<file path="src/inc/gapc_pkg.sv">
// Package: constants, register map and types of the gauge access and pin control block
package gapc_pkg;

  // Register byte offsets (AHB-Lite, one word each)
  localparam logic [7:0] OFS_SEC_MODE   = 8'h00;
  localparam logic [7:0] OFS_KEY_ENTRY  = 8'h04;
  localparam logic [7:0] OFS_CFG_A      = 8'h08;
  localparam logic [7:0] OFS_CFG_B      = 8'h0C;
  localparam logic [7:0] OFS_CONTROL    = 8'h10;
  localparam logic [7:0] OFS_CTRL_STAT  = 8'h14;
  localparam logic [7:0] OFS_VOLTAGE    = 8'h18;
  localparam logic [7:0] OFS_TEMP       = 8'h1C;
  localparam logic [7:0] OFS_CURRENT    = 8'h20;
  localparam logic [7:0] OFS_COULOMB    = 8'h24;
  localparam logic [7:0] OFS_POWER      = 8'h28;
  localparam logic [7:0] OFS_GEN_PARAM  = 8'h2C;
  localparam logic [7:0] OFS_FULL_KEY   = 8'h30;
  localparam logic [7:0] OFS_OPEN_KEY   = 8'h34;
  localparam logic [7:0] OFS_ACC_STAT   = 8'h38;
  localparam logic [7:0] OFS_MFG_BASE   = 8'h80;
  localparam logic [7:0] OFS_MFG_END    = 8'hDF;

  // Manufacturer storage: 3 blocks of 32 bytes, held as 8 words each
  localparam int MFG_BLOCKS      = 3;
  localparam int MFG_BLOCK_BYTES = 32;
  localparam int MFG_TOTAL_BYTES = 96;
  localparam int MFG_WORDS       = MFG_TOTAL_BYTES / 4;
  localparam int MFG_BLK_WORDS   = MFG_BLOCK_BYTES / 4;

  // Field positions
  localparam int CFGA_TEMP_SRC   = 0;
  localparam int CFGA_SD_EN      = 1;
  localparam int CFGA_SD_POL     = 2;
  localparam int CFGB_CHARGE_STOP_ENABLE     = 0;
  localparam int CFGB_CHARGE_STOP_POLARITY    = 1;
  localparam int CSW_PIN_ACTIVE  = 0;
  localparam int CSW_ARMED       = 1;
  localparam int CSW_FULL_CHG    = 2;
  localparam int CSW_TEMP_FAULT  = 3;

  // Reset values
  localparam logic [2:0] CFGA_RESET = 3'b110;
  localparam logic [1:0] CFGB_RESET = 2'b11;
  // Arbitrary default keys
  localparam logic [31:0] FULL_KEY_RESET = 32'h0000_0000;
  localparam logic [31:0] OPEN_KEY_RESET = 32'h0000_0001;

  // Subcommands
  localparam logic [15:0] CMD_ARM_SHUTDOWN    = 16'h0013;
  localparam logic [15:0] CMD_DISARM_SHUTDOWN = 16'h0014;
  localparam logic [15:0] CMD_LOCK            = 16'h0020;

  // Timing
  localparam int  CLK_HZ          = 40_000_000;
  localparam int  REFRESH_MS      = 1000;
  localparam int  REFRESH_CYC     = CLK_HZ / 1000 * REFRESH_MS;
  localparam int  SLOT_CYC        = REFRESH_CYC / 4;
  localparam int  SAMPLE_LINK_DIV = 1;
  localparam int  CC_FRAC_BITS    = 8;

  typedef enum logic [1:0] {
    GAPC_KEY_WRITE,
    GAPC_OPEN,
    GAPC_LOCKED
  } gapc_sec_t;

  typedef enum logic [1:0] {
    GAPC_NORMAL,
    GAPC_SLEEP,
    GAPC_FULL_SLEEP,
    GAPC_HIBERNATE
  } gapc_pwr_t;

  typedef enum logic [1:0] {
    GAPC_MEAS_VOLT,
    GAPC_MEAS_TEMP,
    GAPC_MEAS_CURR
  } gapc_meas_t;

  // Access rights of one region
  typedef struct packed {
    logic rd;
    logic wr;
  } gapc_rights_t;

  // Measurement results
  typedef struct packed {
    logic [15:0] volt_mv;
    logic [15:0] temp_dk;
    logic [15:0] curr_ma;
  } gapc_meas_res_t;

endpackage : gapc_pkg

</file>
<file path="src/hdl/gapc_sync.sv">
// Two-flip-flop synchroniser for pin inputs
module gapc_sync #(
  parameter int W = 1
) (
  // Clock and reset
  input  wire logic         hclk,
  input  wire logic         hresetn,
  // Data
  input  wire logic [W-1:0] d,
  output logic      [W-1:0] q
);
  logic [W-1:0] meta_q;

  always_ff @(posedge hclk or negedge hresetn) begin
    if (!hresetn) begin
      meta_q <= '0;
      q      <= '0;
    end else begin
      meta_q <= d;
      q      <= meta_q;
    end
  end
endmodule : gapc_sync

</file>
<file path="src/hdl/gapc_measure.sv">
// Measurement sequencer and coulomb counter
module gapc_measure
  import gapc_pkg::*;
(
  // Clock and reset
  input  wire logic           hclk,
  input  wire logic           hresetn,
  // Control
  input  wire logic           run,
  input  wire logic           temp_src,
  // Synchronised converter samples
  input  wire logic [15:0]    adc_volt,
  input  wire logic [15:0]    adc_temp_int,
  input  wire logic [15:0]    adc_temp_ext,
  input  wire logic [15:0]    adc_curr,
  // Results
  output gapc_meas_res_t      res,
  output logic                charging,
  output logic [31:0]         coulomb,
  output logic                refresh
);
  gapc_meas_t  state_q;
  logic [31:0] slot_cnt_q;
  logic [CC_FRAC_BITS-1:0] frac_q;
  logic        slot_end;

  assign slot_end = (slot_cnt_q == 32'(SLOT_CYC - 1));

  // Slot timer: four slots per second, all results refreshed within 1 s
  always_ff @(posedge hclk or negedge hresetn) begin
    if (!hresetn) begin
      slot_cnt_q <= '0;
    end else if (!run || slot_end) begin
      slot_cnt_q <= '0;
    end else begin
      slot_cnt_q <= slot_cnt_q + 32'd1;
    end
  end

  // Sequence repeats while in normal mode
  always_ff @(posedge hclk or negedge hresetn) begin
    if (!hresetn) begin
      state_q <= GAPC_MEAS_VOLT;
    end else if (run && slot_end) begin
      case (state_q)
        GAPC_MEAS_VOLT: state_q <= GAPC_MEAS_TEMP;
        GAPC_MEAS_TEMP: state_q <= GAPC_MEAS_CURR;
        GAPC_MEAS_CURR: state_q <= GAPC_MEAS_VOLT;
        default:        state_q <= GAPC_MEAS_VOLT;
      endcase
    end
  end

  always_ff @(posedge hclk or negedge hresetn) begin
    if (!hresetn) begin
      res      <= '0;
      charging <= 1'b0;
      refresh  <= 1'b0;
    end else begin
      refresh <= run && slot_end;
      if (run && slot_end) begin
        case (state_q)
          GAPC_MEAS_VOLT: res.volt_mv <= adc_volt;
          GAPC_MEAS_TEMP: res.temp_dk <= temp_src ? adc_temp_ext : adc_temp_int;
          GAPC_MEAS_CURR: begin
            res.curr_ma <= adc_curr;
            // Positive sense voltage means charging
            charging    <= !adc_curr[15] && (adc_curr != 16'h0000);
          end
          default: ;
        endcase
      end
    end
  end

  // Integrates each current sample; fraction keeps sub-step residue
  always_ff @(posedge hclk or negedge hresetn) begin
    if (!hresetn) begin
      coulomb <= '0;
      frac_q  <= '0;
    end else if (run && slot_end && state_q == GAPC_MEAS_CURR) begin
      {coulomb, frac_q} <= 40'({coulomb, frac_q} + {{24{adc_curr[15]}}, adc_curr});
    end
  end
endmodule : gapc_measure

</file>
<file path="src/hdl/gapc_top.sv">
// Gauge security modes, measurement access and shutdown/temperature/charge-stop pins
// Summary of operation
// - Key-write mode grants full access
// - Open mode: keys readable, not writable
// - Locked: block A read, B/C read-write
// - Keys writable only in key-write mode
// - 96 bytes, three 32-byte manufacturer blocks
// - Normal mode measures continuously, results readable
// - Results refreshed at least each second
// - Temperature source selected by config bit
// - Positive sense is charging, 1mA units
// - Current integrated in coulomb counter
// - Four power states, saving needs voltage
// - Shutdown pin shows hibernate, quiet at reset
// - Shutdown enable bit activates the pin
// - Arm command enables shutdown, sets flag
// - Disarm command clears flag, disables shutdown unless enable bit set
// - Pin-active flag follows enable-driven activity
// - Armed flag set only by arm command
// - Polarity bit picks pin active level
// - Temperature-good low when safe, high on fault
// - Full charge on threshold or stop input
// - Stop input used only when enabled
// - Stop polarity bit picks input active level
module gapc_top
  import gapc_pkg::*;
(
  // AHB-Lite slave
  input  wire logic        hclk,
  input  wire logic        hresetn,
  input  wire logic        hsel,
  input  wire logic [7:0]  haddr,
  input  wire logic [1:0]  htrans,
  input  wire logic        hwrite,
  input  wire logic [2:0]  hsize,
  input  wire logic [31:0] hwdata,
  input  wire logic        hready,
  output logic      [31:0] hrdata,
  output logic             hreadyout,
  output logic             hresp,
  // Converter samples and analog status (asynchronous)
  input  wire logic [15:0] adc_volt,
  input  wire logic [15:0] adc_temp_int,
  input  wire logic [15:0] adc_temp_ext,
  input  wire logic [15:0] adc_curr,
  input  wire logic        above_por,
  input  wire logic        temp_fault,
  input  wire logic        charge_threshold_met,
  // Pins
  input  wire logic        charge_stop_input,
  output logic             shutdown_indicator_pin,
  output logic             temp_good_n,
  // Status
  output logic             full_charge
);
  gapc_sec_t      sec_q;
  gapc_pwr_t      pwr_q;
  logic [2:0]     cfga_q;
  logic [1:0]     cfgb_q;
  logic [31:0]    full_key_q;
  logic [31:0]    open_key_q;
  logic [31:0]    gen_param_q;
  logic [31:0]    mfg_q [MFG_WORDS];
  logic           armed_q;
  logic           deny_q;
  logic           por_done_q;
  logic [1:0]     pwr_req_q;
  logic [7:0]     addr_q;
  logic           wr_q;
  logic           rd_q;
  logic           wr_en;
  logic [31:0]    rdata;
  logic           sd_active;
  gapc_rights_t   gen_r;
  gapc_rights_t   key_r;
  gapc_rights_t   mfg_r [MFG_BLOCKS];
  logic [15:0]    volt_s, tint_s, text_s, curr_s;
  logic           por_s, tfault_s, thr_s, stop_s;
  gapc_meas_res_t res;
  logic           charging;
  logic [31:0]    coulomb;
  logic           stop_asserted;
  logic           in_mfg;
  logic [4:0]     mfg_idx;
  logic [1:0]     mfg_blk;

  // Pin and analog inputs cross in through two flops
  gapc_sync #(.W(68)) u_sync (
    .hclk    (hclk),
    .hresetn (hresetn),
    .d       ({adc_volt, adc_temp_int, adc_temp_ext, adc_curr,
                above_por, temp_fault, charge_threshold_met, charge_stop_input}),
    .q       ({volt_s, tint_s, text_s, curr_s, por_s, tfault_s, thr_s, stop_s})
  );

  gapc_measure u_meas (
    .hclk         (hclk),
    .hresetn      (hresetn),
    .run          (pwr_q == GAPC_NORMAL),
    .temp_src     (cfga_q[CFGA_TEMP_SRC]),
    .adc_volt     (volt_s),
    .adc_temp_int (tint_s),
    .adc_temp_ext (text_s),
    .adc_curr     (curr_s),
    .res          (res),
    .charging     (charging),
    .coulomb      (coulomb),
    .refresh      ()
  );

  // Access rights by security mode
  always_comb begin
    gen_r = '{rd: 1'b0, wr: 1'b0};
    key_r = '{rd: 1'b0, wr: 1'b0};
    for (int b = 0; b < MFG_BLOCKS; b++) begin
      mfg_r[b] = '{rd: 1'b1, wr: 1'b1};
    end
    case (sec_q)
      GAPC_KEY_WRITE: begin
        gen_r = '{rd: 1'b1, wr: 1'b1};
        key_r = '{rd: 1'b1, wr: 1'b1};
      end
      GAPC_OPEN: begin
        gen_r = '{rd: 1'b1, wr: 1'b1};
        key_r = '{rd: 1'b1, wr: 1'b0};
      end
      GAPC_LOCKED: begin
        mfg_r[0] = '{rd: 1'b1, wr: 1'b0};
      end
      default: ;
    endcase
  end

  // AHB-Lite address phase capture; writes have no wait state
  always_ff @(posedge hclk or negedge hresetn) begin
    if (!hresetn) begin
      addr_q <= '0;
      wr_q   <= 1'b0;
      rd_q   <= 1'b0;
    end else if (hready) begin
      addr_q <= haddr;
      wr_q   <= hsel && htrans[1] && hwrite;
      rd_q   <= hsel && htrans[1] && !hwrite;
    end
  end

  assign wr_en   = wr_q;
  assign in_mfg  = (addr_q >= OFS_MFG_BASE) && (addr_q <= OFS_MFG_END);
  assign mfg_idx = 5'((addr_q - OFS_MFG_BASE) >> 2);
  assign mfg_blk = 2'(mfg_idx / 5'(MFG_BLK_WORDS));

  // Manufacturer storage
  always_ff @(posedge hclk or negedge hresetn) begin
    if (!hresetn) begin
      for (int i = 0; i < MFG_WORDS; i++) begin
        mfg_q[i] <= '0;
      end
    end else if (wr_en && in_mfg && mfg_r[mfg_blk].wr) begin
      mfg_q[mfg_idx] <= hwdata;
    end
  end

  // Configuration, general parameter and keys
  always_ff @(posedge hclk or negedge hresetn) begin
    if (!hresetn) begin
      cfga_q      <= CFGA_RESET;
      cfgb_q      <= CFGB_RESET;
      gen_param_q <= '0;
      full_key_q  <= FULL_KEY_RESET;
      open_key_q  <= OPEN_KEY_RESET;
    end else if (wr_en) begin
      case (addr_q)
        OFS_CFG_A:     if (gen_r.wr) cfga_q <= hwdata[2:0];
        OFS_CFG_B:     if (gen_r.wr) cfgb_q <= hwdata[1:0];
        OFS_GEN_PARAM: if (gen_r.wr) gen_param_q <= hwdata;
        OFS_FULL_KEY:  if (key_r.wr) full_key_q <= hwdata;
        OFS_OPEN_KEY:  if (key_r.wr) open_key_q <= hwdata;
        default: ;
      endcase
    end
  end

  // Security mode: keys move up, lock command moves to locked
  always_ff @(posedge hclk or negedge hresetn) begin
    if (!hresetn) begin
      sec_q <= GAPC_LOCKED;
    end else if (wr_en && addr_q == OFS_KEY_ENTRY) begin
      if (hwdata == full_key_q && sec_q == GAPC_OPEN) begin
        sec_q <= GAPC_KEY_WRITE;
      end else if (hwdata == open_key_q && sec_q == GAPC_LOCKED) begin
        sec_q <= GAPC_OPEN;
      end
    end else if (wr_en && addr_q == OFS_CONTROL && hwdata[15:0] == CMD_LOCK) begin
      sec_q <= GAPC_LOCKED;
    end
  end

  // Arm and disarm subcommands; only arm sets the flag
  always_ff @(posedge hclk or negedge hresetn) begin
    if (!hresetn) begin
      armed_q <= 1'b0;
    end else if (wr_en && addr_q == OFS_CONTROL) begin
      if (hwdata[15:0] == CMD_ARM_SHUTDOWN) begin
        armed_q <= 1'b1;
      end else if (hwdata[15:0] == CMD_DISARM_SHUTDOWN) begin
        armed_q <= 1'b0;
      end
    end
  end

  // Sticky denial status, set wins over clear
  always_ff @(posedge hclk or negedge hresetn) begin
    if (!hresetn) begin
      deny_q <= 1'b0;
    end else if (wr_en && ((in_mfg && !mfg_r[mfg_blk].wr) ||
                 ((addr_q == OFS_CFG_A || addr_q == OFS_CFG_B ||
                   addr_q == OFS_GEN_PARAM) && !gen_r.wr) ||
                 ((addr_q == OFS_FULL_KEY || addr_q == OFS_OPEN_KEY) && !key_r.wr))) begin
      deny_q <= 1'b1;
    end else if (wr_en && addr_q == OFS_ACC_STAT && hwdata[0]) begin
      deny_q <= 1'b0;
    end
  end

  // Power states; saving states only above the reset threshold
  always_ff @(posedge hclk or negedge hresetn) begin
    if (!hresetn) begin
      pwr_req_q <= 2'd0;
    end else if (wr_en && addr_q == OFS_POWER) begin
      pwr_req_q <= hwdata[1:0];
    end
  end

  always_ff @(posedge hclk or negedge hresetn) begin
    if (!hresetn) begin
      pwr_q <= GAPC_NORMAL;
    end else if (!por_s) begin
      pwr_q <= GAPC_NORMAL;
    end else begin
      case (pwr_req_q)
        2'd0:    pwr_q <= GAPC_NORMAL;
        2'd1:    pwr_q <= GAPC_SLEEP;
        2'd2:    pwr_q <= GAPC_FULL_SLEEP;
        2'd3:    pwr_q <= GAPC_HIBERNATE;
        default: pwr_q <= GAPC_NORMAL;
      endcase
    end
  end

  // Power-on-reset window ends while supply is seen above threshold, reopens when it falls
  always_ff @(posedge hclk or negedge hresetn) begin
    if (!hresetn) begin
      por_done_q <= 1'b0;
    end else begin
      por_done_q <= por_s;
    end
  end

  // Pin active when enabled by config or armed, and in hibernate
  assign sd_active = por_done_q && (cfga_q[CFGA_SD_EN] || armed_q)
                     && (pwr_q == GAPC_HIBERNATE);

  // Output pins
  always_ff @(posedge hclk or negedge hresetn) begin
    if (!hresetn) begin
      shutdown_indicator_pin <= 1'b0;
      temp_good_n            <= 1'b0;
    end else begin
      // Polarity applies while enabled or armed; disarmed and disabled pulls low
      if (!(cfga_q[CFGA_SD_EN] || armed_q)) begin
        shutdown_indicator_pin <= 1'b0;
      end else begin
        shutdown_indicator_pin <= sd_active ~^ cfga_q[CFGA_SD_POL];
      end
      temp_good_n <= por_done_q && tfault_s;
    end
  end

  assign stop_asserted = cfgb_q[CFGB_CHARGE_STOP_ENABLE]
                         && (stop_s ~^ cfgb_q[CFGB_CHARGE_STOP_POLARITY]);

  always_ff @(posedge hclk or negedge hresetn) begin
    if (!hresetn) begin
      full_charge <= 1'b0;
    end else begin
      full_charge <= thr_s || stop_asserted;
    end
  end

  // Read multiplexer
  always_comb begin
    rdata = 32'h0000_0000;
    if (in_mfg) begin
      if (mfg_r[mfg_blk].rd) rdata = mfg_q[mfg_idx];
    end else begin
      case (addr_q)
        OFS_SEC_MODE:  rdata = {30'h0, sec_q};
        OFS_CFG_A:     if (gen_r.rd) rdata = {29'h0, cfga_q};
        OFS_CFG_B:     if (gen_r.rd) rdata = {30'h0, cfgb_q};
        OFS_CTRL_STAT: rdata = {28'h0, por_done_q && tfault_s, full_charge,
                                armed_q, sd_active && cfga_q[CFGA_SD_EN]};
        OFS_VOLTAGE:   rdata = {16'h0, res.volt_mv};
        OFS_TEMP:      rdata = {16'h0, res.temp_dk};
        OFS_CURRENT:   rdata = {15'h0, charging, res.curr_ma};
        OFS_COULOMB:   rdata = coulomb;
        OFS_POWER:     rdata = {30'h0, pwr_q};
        OFS_GEN_PARAM: if (gen_r.rd) rdata = gen_param_q;
        OFS_FULL_KEY:  if (key_r.rd) rdata = full_key_q;
        OFS_OPEN_KEY:  if (key_r.rd) rdata = open_key_q;
        OFS_ACC_STAT:  rdata = {31'h0, deny_q};
        default:       rdata = 32'h0000_0000;
      endcase
    end
  end

  // Reads take one wait state so that read data leaves a flop
  always_ff @(posedge hclk or negedge hresetn) begin
    if (!hresetn) begin
      hreadyout <= 1'b1;
      hresp     <= 1'b0;
    end else begin
      hreadyout <= !(hready && hsel && htrans[1] && !hwrite);
      hresp     <= 1'b0;
    end
  end

  // Read data latched in the wait state, held until the next read
  always_ff @(posedge hclk or negedge hresetn) begin
    if (!hresetn) begin
      hrdata <= 32'h0000_0000;
    end else if (rd_q && !hreadyout) begin
      hrdata <= rdata;
    end
  end

endmodule : gapc_top

</file>
<file path="config.mk">
export PLATFORM = sky130hd
export DESIGN_NAME = gapc_top
export DESIGN_NICKNAME = d
export VERILOG_FILES = /design/src/inc/gapc_pkg.sv /design/src/hdl/gapc_sync.sv /design/src/hdl/gapc_measure.sv /design/src/hdl/gapc_top.sv
export SDC_FILE = /design/constraint.sdc
export NUM_CORES = 2
export LEC_CHECK = 0
export BUFFER_PORTS_ARGS = -buffer_cell sky130_fd_sc_hd__buf_2
export CAP_MARGIN = 20
export CORE_UTILIZATION = 37
export CTS_CLUSTER_DIAMETER = 80
export CTS_CLUSTER_SIZE = 24
export DETAILED_ROUTE_END_ITERATION = 6
export GPL_ROUTABILITY_DRIVEN = 0
export PLACE_DENSITY_LB_ADDON = 0.1
export SLEW_MARGIN = 20
export SYNTH_ARGS = -nofsm -noshare
export SYNTH_HDL_FRONTEND = slang
export SYNTH_SLANG_ARGS = --single-unit
</file>
<file path="constraint.sdc">
create_clock -name hclk -period 3.2 [get_ports hclk]
set_clock_uncertainty 0.1 [all_clocks]
set_input_delay 0.64 -clock hclk [delete_from_list [all_inputs] [get_ports hclk]]
set_output_delay 0.64 -clock hclk [all_outputs]
set_load 0.1 [all_outputs]
</file>
==> impl_metrics.yaml <==
power:
  pwr-share-comb_pct: 13.5
  power.leakage_nw: 27.5
  switching_share_pct: 28.1
  power.sequential.fraction_pct: 51.2
  power_per_cell_area_nw_per_um2: 512
  pint_mw: 22.9
  power.clock.fraction_pct: 35.4
  vdd_drop_max_mv: 0.376
  total_switching_power_mw: 8.95
floorplanning:
  initial_utilization_pct: 37.3
  floorplan.io_pins: 155
  std_cell_rows: 139
  die_height_um: 382
  die_area_um2: 146000
  die_w_um: 382
  design.core.area_um2: 144000
yosys:
  netlist-cell-type-count: 76
  number_of_enable_flip_flop_cells_after_synthesis: 0
  synth_cells: 3884
  avgSynthCellArea_um2: 13.8
  netlist_area_um2: 53500
  ys_warn_count: 0
  synth_async_sr_flop_share_pct: 100
  postSynth.topFlopCell: "sky130_fd_sc_hd__dfrtp_1"
  synth.ff_latch_count: 1183
  synth-seq-area-share_pct: 55.3
  synthesis.nets: 4043
global_routing:
  grtUsageTotal_pct: 22.6
  global_route_wire_length_before_repair_um: 244000
  grt_start_max_net_pins: 93
  number_of_global_route_vias_before_repair: 34614
  antenna_found_initial: 7
  remaining_global_route_overflow: 0
routing:
  drc_errors: 44
  first_iter_violations: 2197
  post_drt_wl_per_cell_um: 26.6
  drt_pre_antenna_iters: 7
  route.detailed.vias_per_inst: 5.42
  top_signal_layer_used: "met5"
  detail-route-antenna-nets: 0
  sum_of_routed_wire_length_over_all_layers_um: 163000
  met1Wirelength_um: 76200
  detailed_route_wirelength_on_metal3_um: 5770
  met2WireLength_um: 77400
  route.vias.total: 33262
cts:
  tritoncts: "done"
  path_clk_slew_ns: 0.10
  insertion_delay_ns: 0.71
  root_buffer: "sky130_fd_sc_hd__clkbuf_16"
  cts-buffers-inserted: 75
  cts_htree_levels: 3
  clock_tree.buffer_depth: 3
  clock-sinks: 1183
outcome:
  status: "finished with violations"
  violations_in_the_final_reports: "DRC"
sta:
  final_min_period_over_clock_period_pct: 97.8
  report.final.slew_viol_count: 0
  final_hold_viol_count: 0
  max_slew.worst_pin.slew_ns: 0.860
  final.setup.worst_slack_ns: 0.0717
  maxSlewHeadroom_pct: 42.4
  fmax_ghz: 0.320
  setup_viol: 0
  period_needed_ns: 3.13
  worst_hold_slack_ns: 0.0863
setup_path:
  critical-path-top-delay-family: "buffers and inverters"
  crit_type: "reg2reg"
  crit_path_end_kind: "flip-flop"
  timing.critical_path.mode_cell: "sky130_fd_sc_hd__buf_4"
  start_kind: "flip-flop"
  worstPathCellList: "inv_2 > buf_4 > nor2_1 > nand4_1 > nor2_4 > buf_4 > mux2_2"
  worstPathMaxFanout: 19
  worstPathBufferInverterCount: 3
  worstPathArrival_ns: 3.60
  timing.critical_path.required_ns: 3.67
  cp_slowest_cell: "sky130_fd_sc_hd__dfrtp_1"
  timing.critical_path.slowest_cell_delay_ns: 0.64
placed_design:
  placedInstanceArea_um2: 58600
  placed_cells: 5924
  pre_cts_slack_ns: 0.0147
  dp.final_hpwl_um: 109000
  port_buffers: 149
final_layout:
  final-instance-count-excl-fill: 6135
  postLayoutCellArea_um2: 62100
  final_core_utilization_pct: 43.2
  fillers: 13336
  layout_commonest_cell: "sky130_fd_sc_hd__dfrtp_1"
  syn_to_final_growth_pct: 16.0
  layout.cells.most_common_list: "sky130_fd_sc_hd__dfrtp_1 (1171), sky130_fd_sc_hd__mux2_2 (895), sky130_fd_sc_hd__nand2_1 (255), sky130_fd_sc_hd__buf_4 (254), sky130_fd_sc_hd__mux4_2 (210)"
  nets: 4331
  final_layout_size_suffix_gt1_share_pct: 42.2
flow_run:
  maxCapViolations: 0
worst_hold_path:
  hold_path.class: "in2reg"
worst reg2reg max path: stages (launching register included):
cell,delay (ns)
sky130_fd_sc_hd__dfrtp_1,0.64
sky130_fd_sc_hd__inv_2,0.33
sky130_fd_sc_hd__buf_4,0.26
sky130_fd_sc_hd__nor2_1,0.13
sky130_fd_sc_hd__nand4_1,0.41
sky130_fd_sc_hd__nor2_4,0.22
sky130_fd_sc_hd__buf_4,0.48
sky130_fd_sc_hd__mux2_2,0.44
stage by stage:
step / power [mW] / TNS, ns
floorplan: 19.0 / 0
global placement: 20.8 / -0.0142
detailed placement: 20.8 / 0
CTS: 32.2 / 0
global route: 33.1 / -0.0151
finish: 31.8 / 0
worst paths after layout:
path	startpoint	endpoint	slack, ns	depth (start not counted)
setup / recovery	addr_q[6]$_DFFE_PN0P_	mfg_q[165]$_DFFE_PN0P_	0.07	7
min in group asynchronous	hresetn	u_sync.meta_q[11]$_DFF_PN0_	0.37	2
max in group asynchronous	hresetn	mfg_q[373]$_DFFE_PN0P_	1.59	4
hold / removal	haddr[2]	addr_q[2]$_DFFE_PN0P_	0.09	2
setup reg to reg	addr_q[6]$_DFFE_PN0P_	mfg_q[165]$_DFFE_PN0P_	0.07	7
hold reg to reg	u_sync.meta_q[63]$_DFF_PN0_	u_sync.q[63]$_DFF_PN0_	0.25	0
area by class of cell:
cell class	instances	area, um2	area share, %
inverters	24	90.1	0.145
diodes	2	5.00	0.00806
clock buffers	85	2010	3.23
well taps	1903	2380	3.83
clock inverters	50	683	1.10
multi-input cells	2351	22700	36.5
flip-flops and latches	1183	29600	47.7
repair buffers	537	4630	7.46
logic make-up (layout without fill, tap and decap cells):
group | count (synthesis) | after routing | synth area share [%]
flip-flops | 1183 | 1183 | 55.3
multiplexers | 1152 | 1152 | 28.6
AND/OR/NAND/NOR | 559 | 559 | 4.78
AO/OA/AOI/OAI | 474 | 474 | 5.46
buffers and inverters | 350 | 696 | 2.80
XOR/XNOR | 124 | 124 | 2.03
adder cells (fa/ha/maj) | 41 | 41 | 0.972
other | 1 | 3 | 0.00701
metal layers:
| metal | track usage (%) | vias to the layer above |
|---|---|---|
| met5 | 0 | - |
| li1 | - | 14691 |
| met1 | 32.2 | 17840 |
| met3 | 3.09 | 187 |
| met4 | 5.41 | 4 |
| met2 | 36.5 | 540 |
synth_stat cells, types with 5 or more instances:
cell / count / area [um2]
sky130_fd_sc_hd__dfrtp_1: 1176 / 29400
sky130_fd_sc_hd__mux2_2: 895 / 10100
sky130_fd_sc_hd__nand2_1: 264 / 991
sky130_fd_sc_hd__mux4_2: 210 / 4730
sky130_fd_sc_hd__clkbuf_1: 195 / 732
sky130_fd_sc_hd__o21ai_0: 148 / 741
sky130_fd_sc_hd__a21oi_1: 135 / 676
sky130_fd_sc_hd__nor2_1: 118 / 443
sky130_fd_sc_hd__buf_2: 84 / 420
sky130_fd_sc_hd__xor2_1: 66 / 578
sky130_fd_sc_hd__xnor2_1: 58 / 508
sky130_fd_sc_hd__a22oi_1: 48 / 360
sky130_fd_sc_hd__ha_1: 40 / 500
sky130_fd_sc_hd__mux2i_1: 38 / 380
sky130_fd_sc_hd__nand3_1: 34 / 170
sky130_fd_sc_hd__nand4_1: 29 / 181
sky130_fd_sc_hd__buf_1: 27 / 101
sky130_fd_sc_hd__a21o_1: 24 / 180
sky130_fd_sc_hd__inv_1: 24 / 90.1
sky130_fd_sc_hd__nor3_1: 24 / 120
sky130_fd_sc_hd__nor4_1: 23 / 144
sky130_fd_sc_hd__buf_4: 16 / 120
sky130_fd_sc_hd__a221oi_1: 15 / 131
sky130_fd_sc_hd__o22ai_1: 13 / 81.3
sky130_fd_sc_hd__and3_1: 10 / 62.6
sky130_fd_sc_hd__o31ai_1: 10 / 75.1
sky130_fd_sc_hd__a31oi_1: 9 / 56.3
sky130_fd_sc_hd__and2_1: 9 / 56.3
sky130_fd_sc_hd__mux2_4: 9 / 135
sky130_fd_sc_hd__nand2b_1: 9 / 56.3
sky130_fd_sc_hd__o21bai_1: 8 / 60.1
sky130_fd_sc_hd__a222oi_1: 7 / 70.1
sky130_fd_sc_hd__dfstp_2: 7 / 184
sky130_fd_sc_hd__a211oi_1: 6 / 45.0
sky130_fd_sc_hd__or3_1: 6 / 37.5
sky130_fd_sc_hd__a2111oi_0: 5 / 43.8
sky130_fd_sc_hd__and4_1: 5 / 43.8
sky130_fd_sc_hd__nor2b_1: 5 / 31.3
sky130_fd_sc_hd__o21a_1: 5 / 37.5
power by group through the flow:
stage	clock network [mW]	logic [mW]	registers (mW)
2_1_floorplan	0	2.21	16.8
3_3_place_gp	0	4.23	16.6
3_5_place_dp	0	4.26	16.6
4_1_cts	11.6	4.35	16.3
5_1_grt	12.1	4.60	16.4
6_report	11.3	4.29	16.3
sequential cells by signal, summed over array words and instances, names as in the netlist, 2 cells and up:
signal,flops
cfga_q,3
full_key_q,32
u_meas.state_q,2
hrdata,32
pwr_q,2
pwr_req_q,2
u_meas.res,48
cfgb_q,2
gen_param_q,32
addr_q,8
u_meas.coulomb,32
u_meas.frac_q,8
u_sync.meta_q,68
u_sync.q,68
open_key_q,32
sec_q,2
mfg_q,768
u_meas.slot_cnt_q,32
timing repair:
action,CTS,global route
endpoints found under the hold margin,101,0
endpoints found under the setup margin,2,13
buffers inserted,0,2
pin swaps,0,8
resized for setup,2,17
cloned,0,0
hold buffers,72,0
Power figures use the tool's default switching activity.
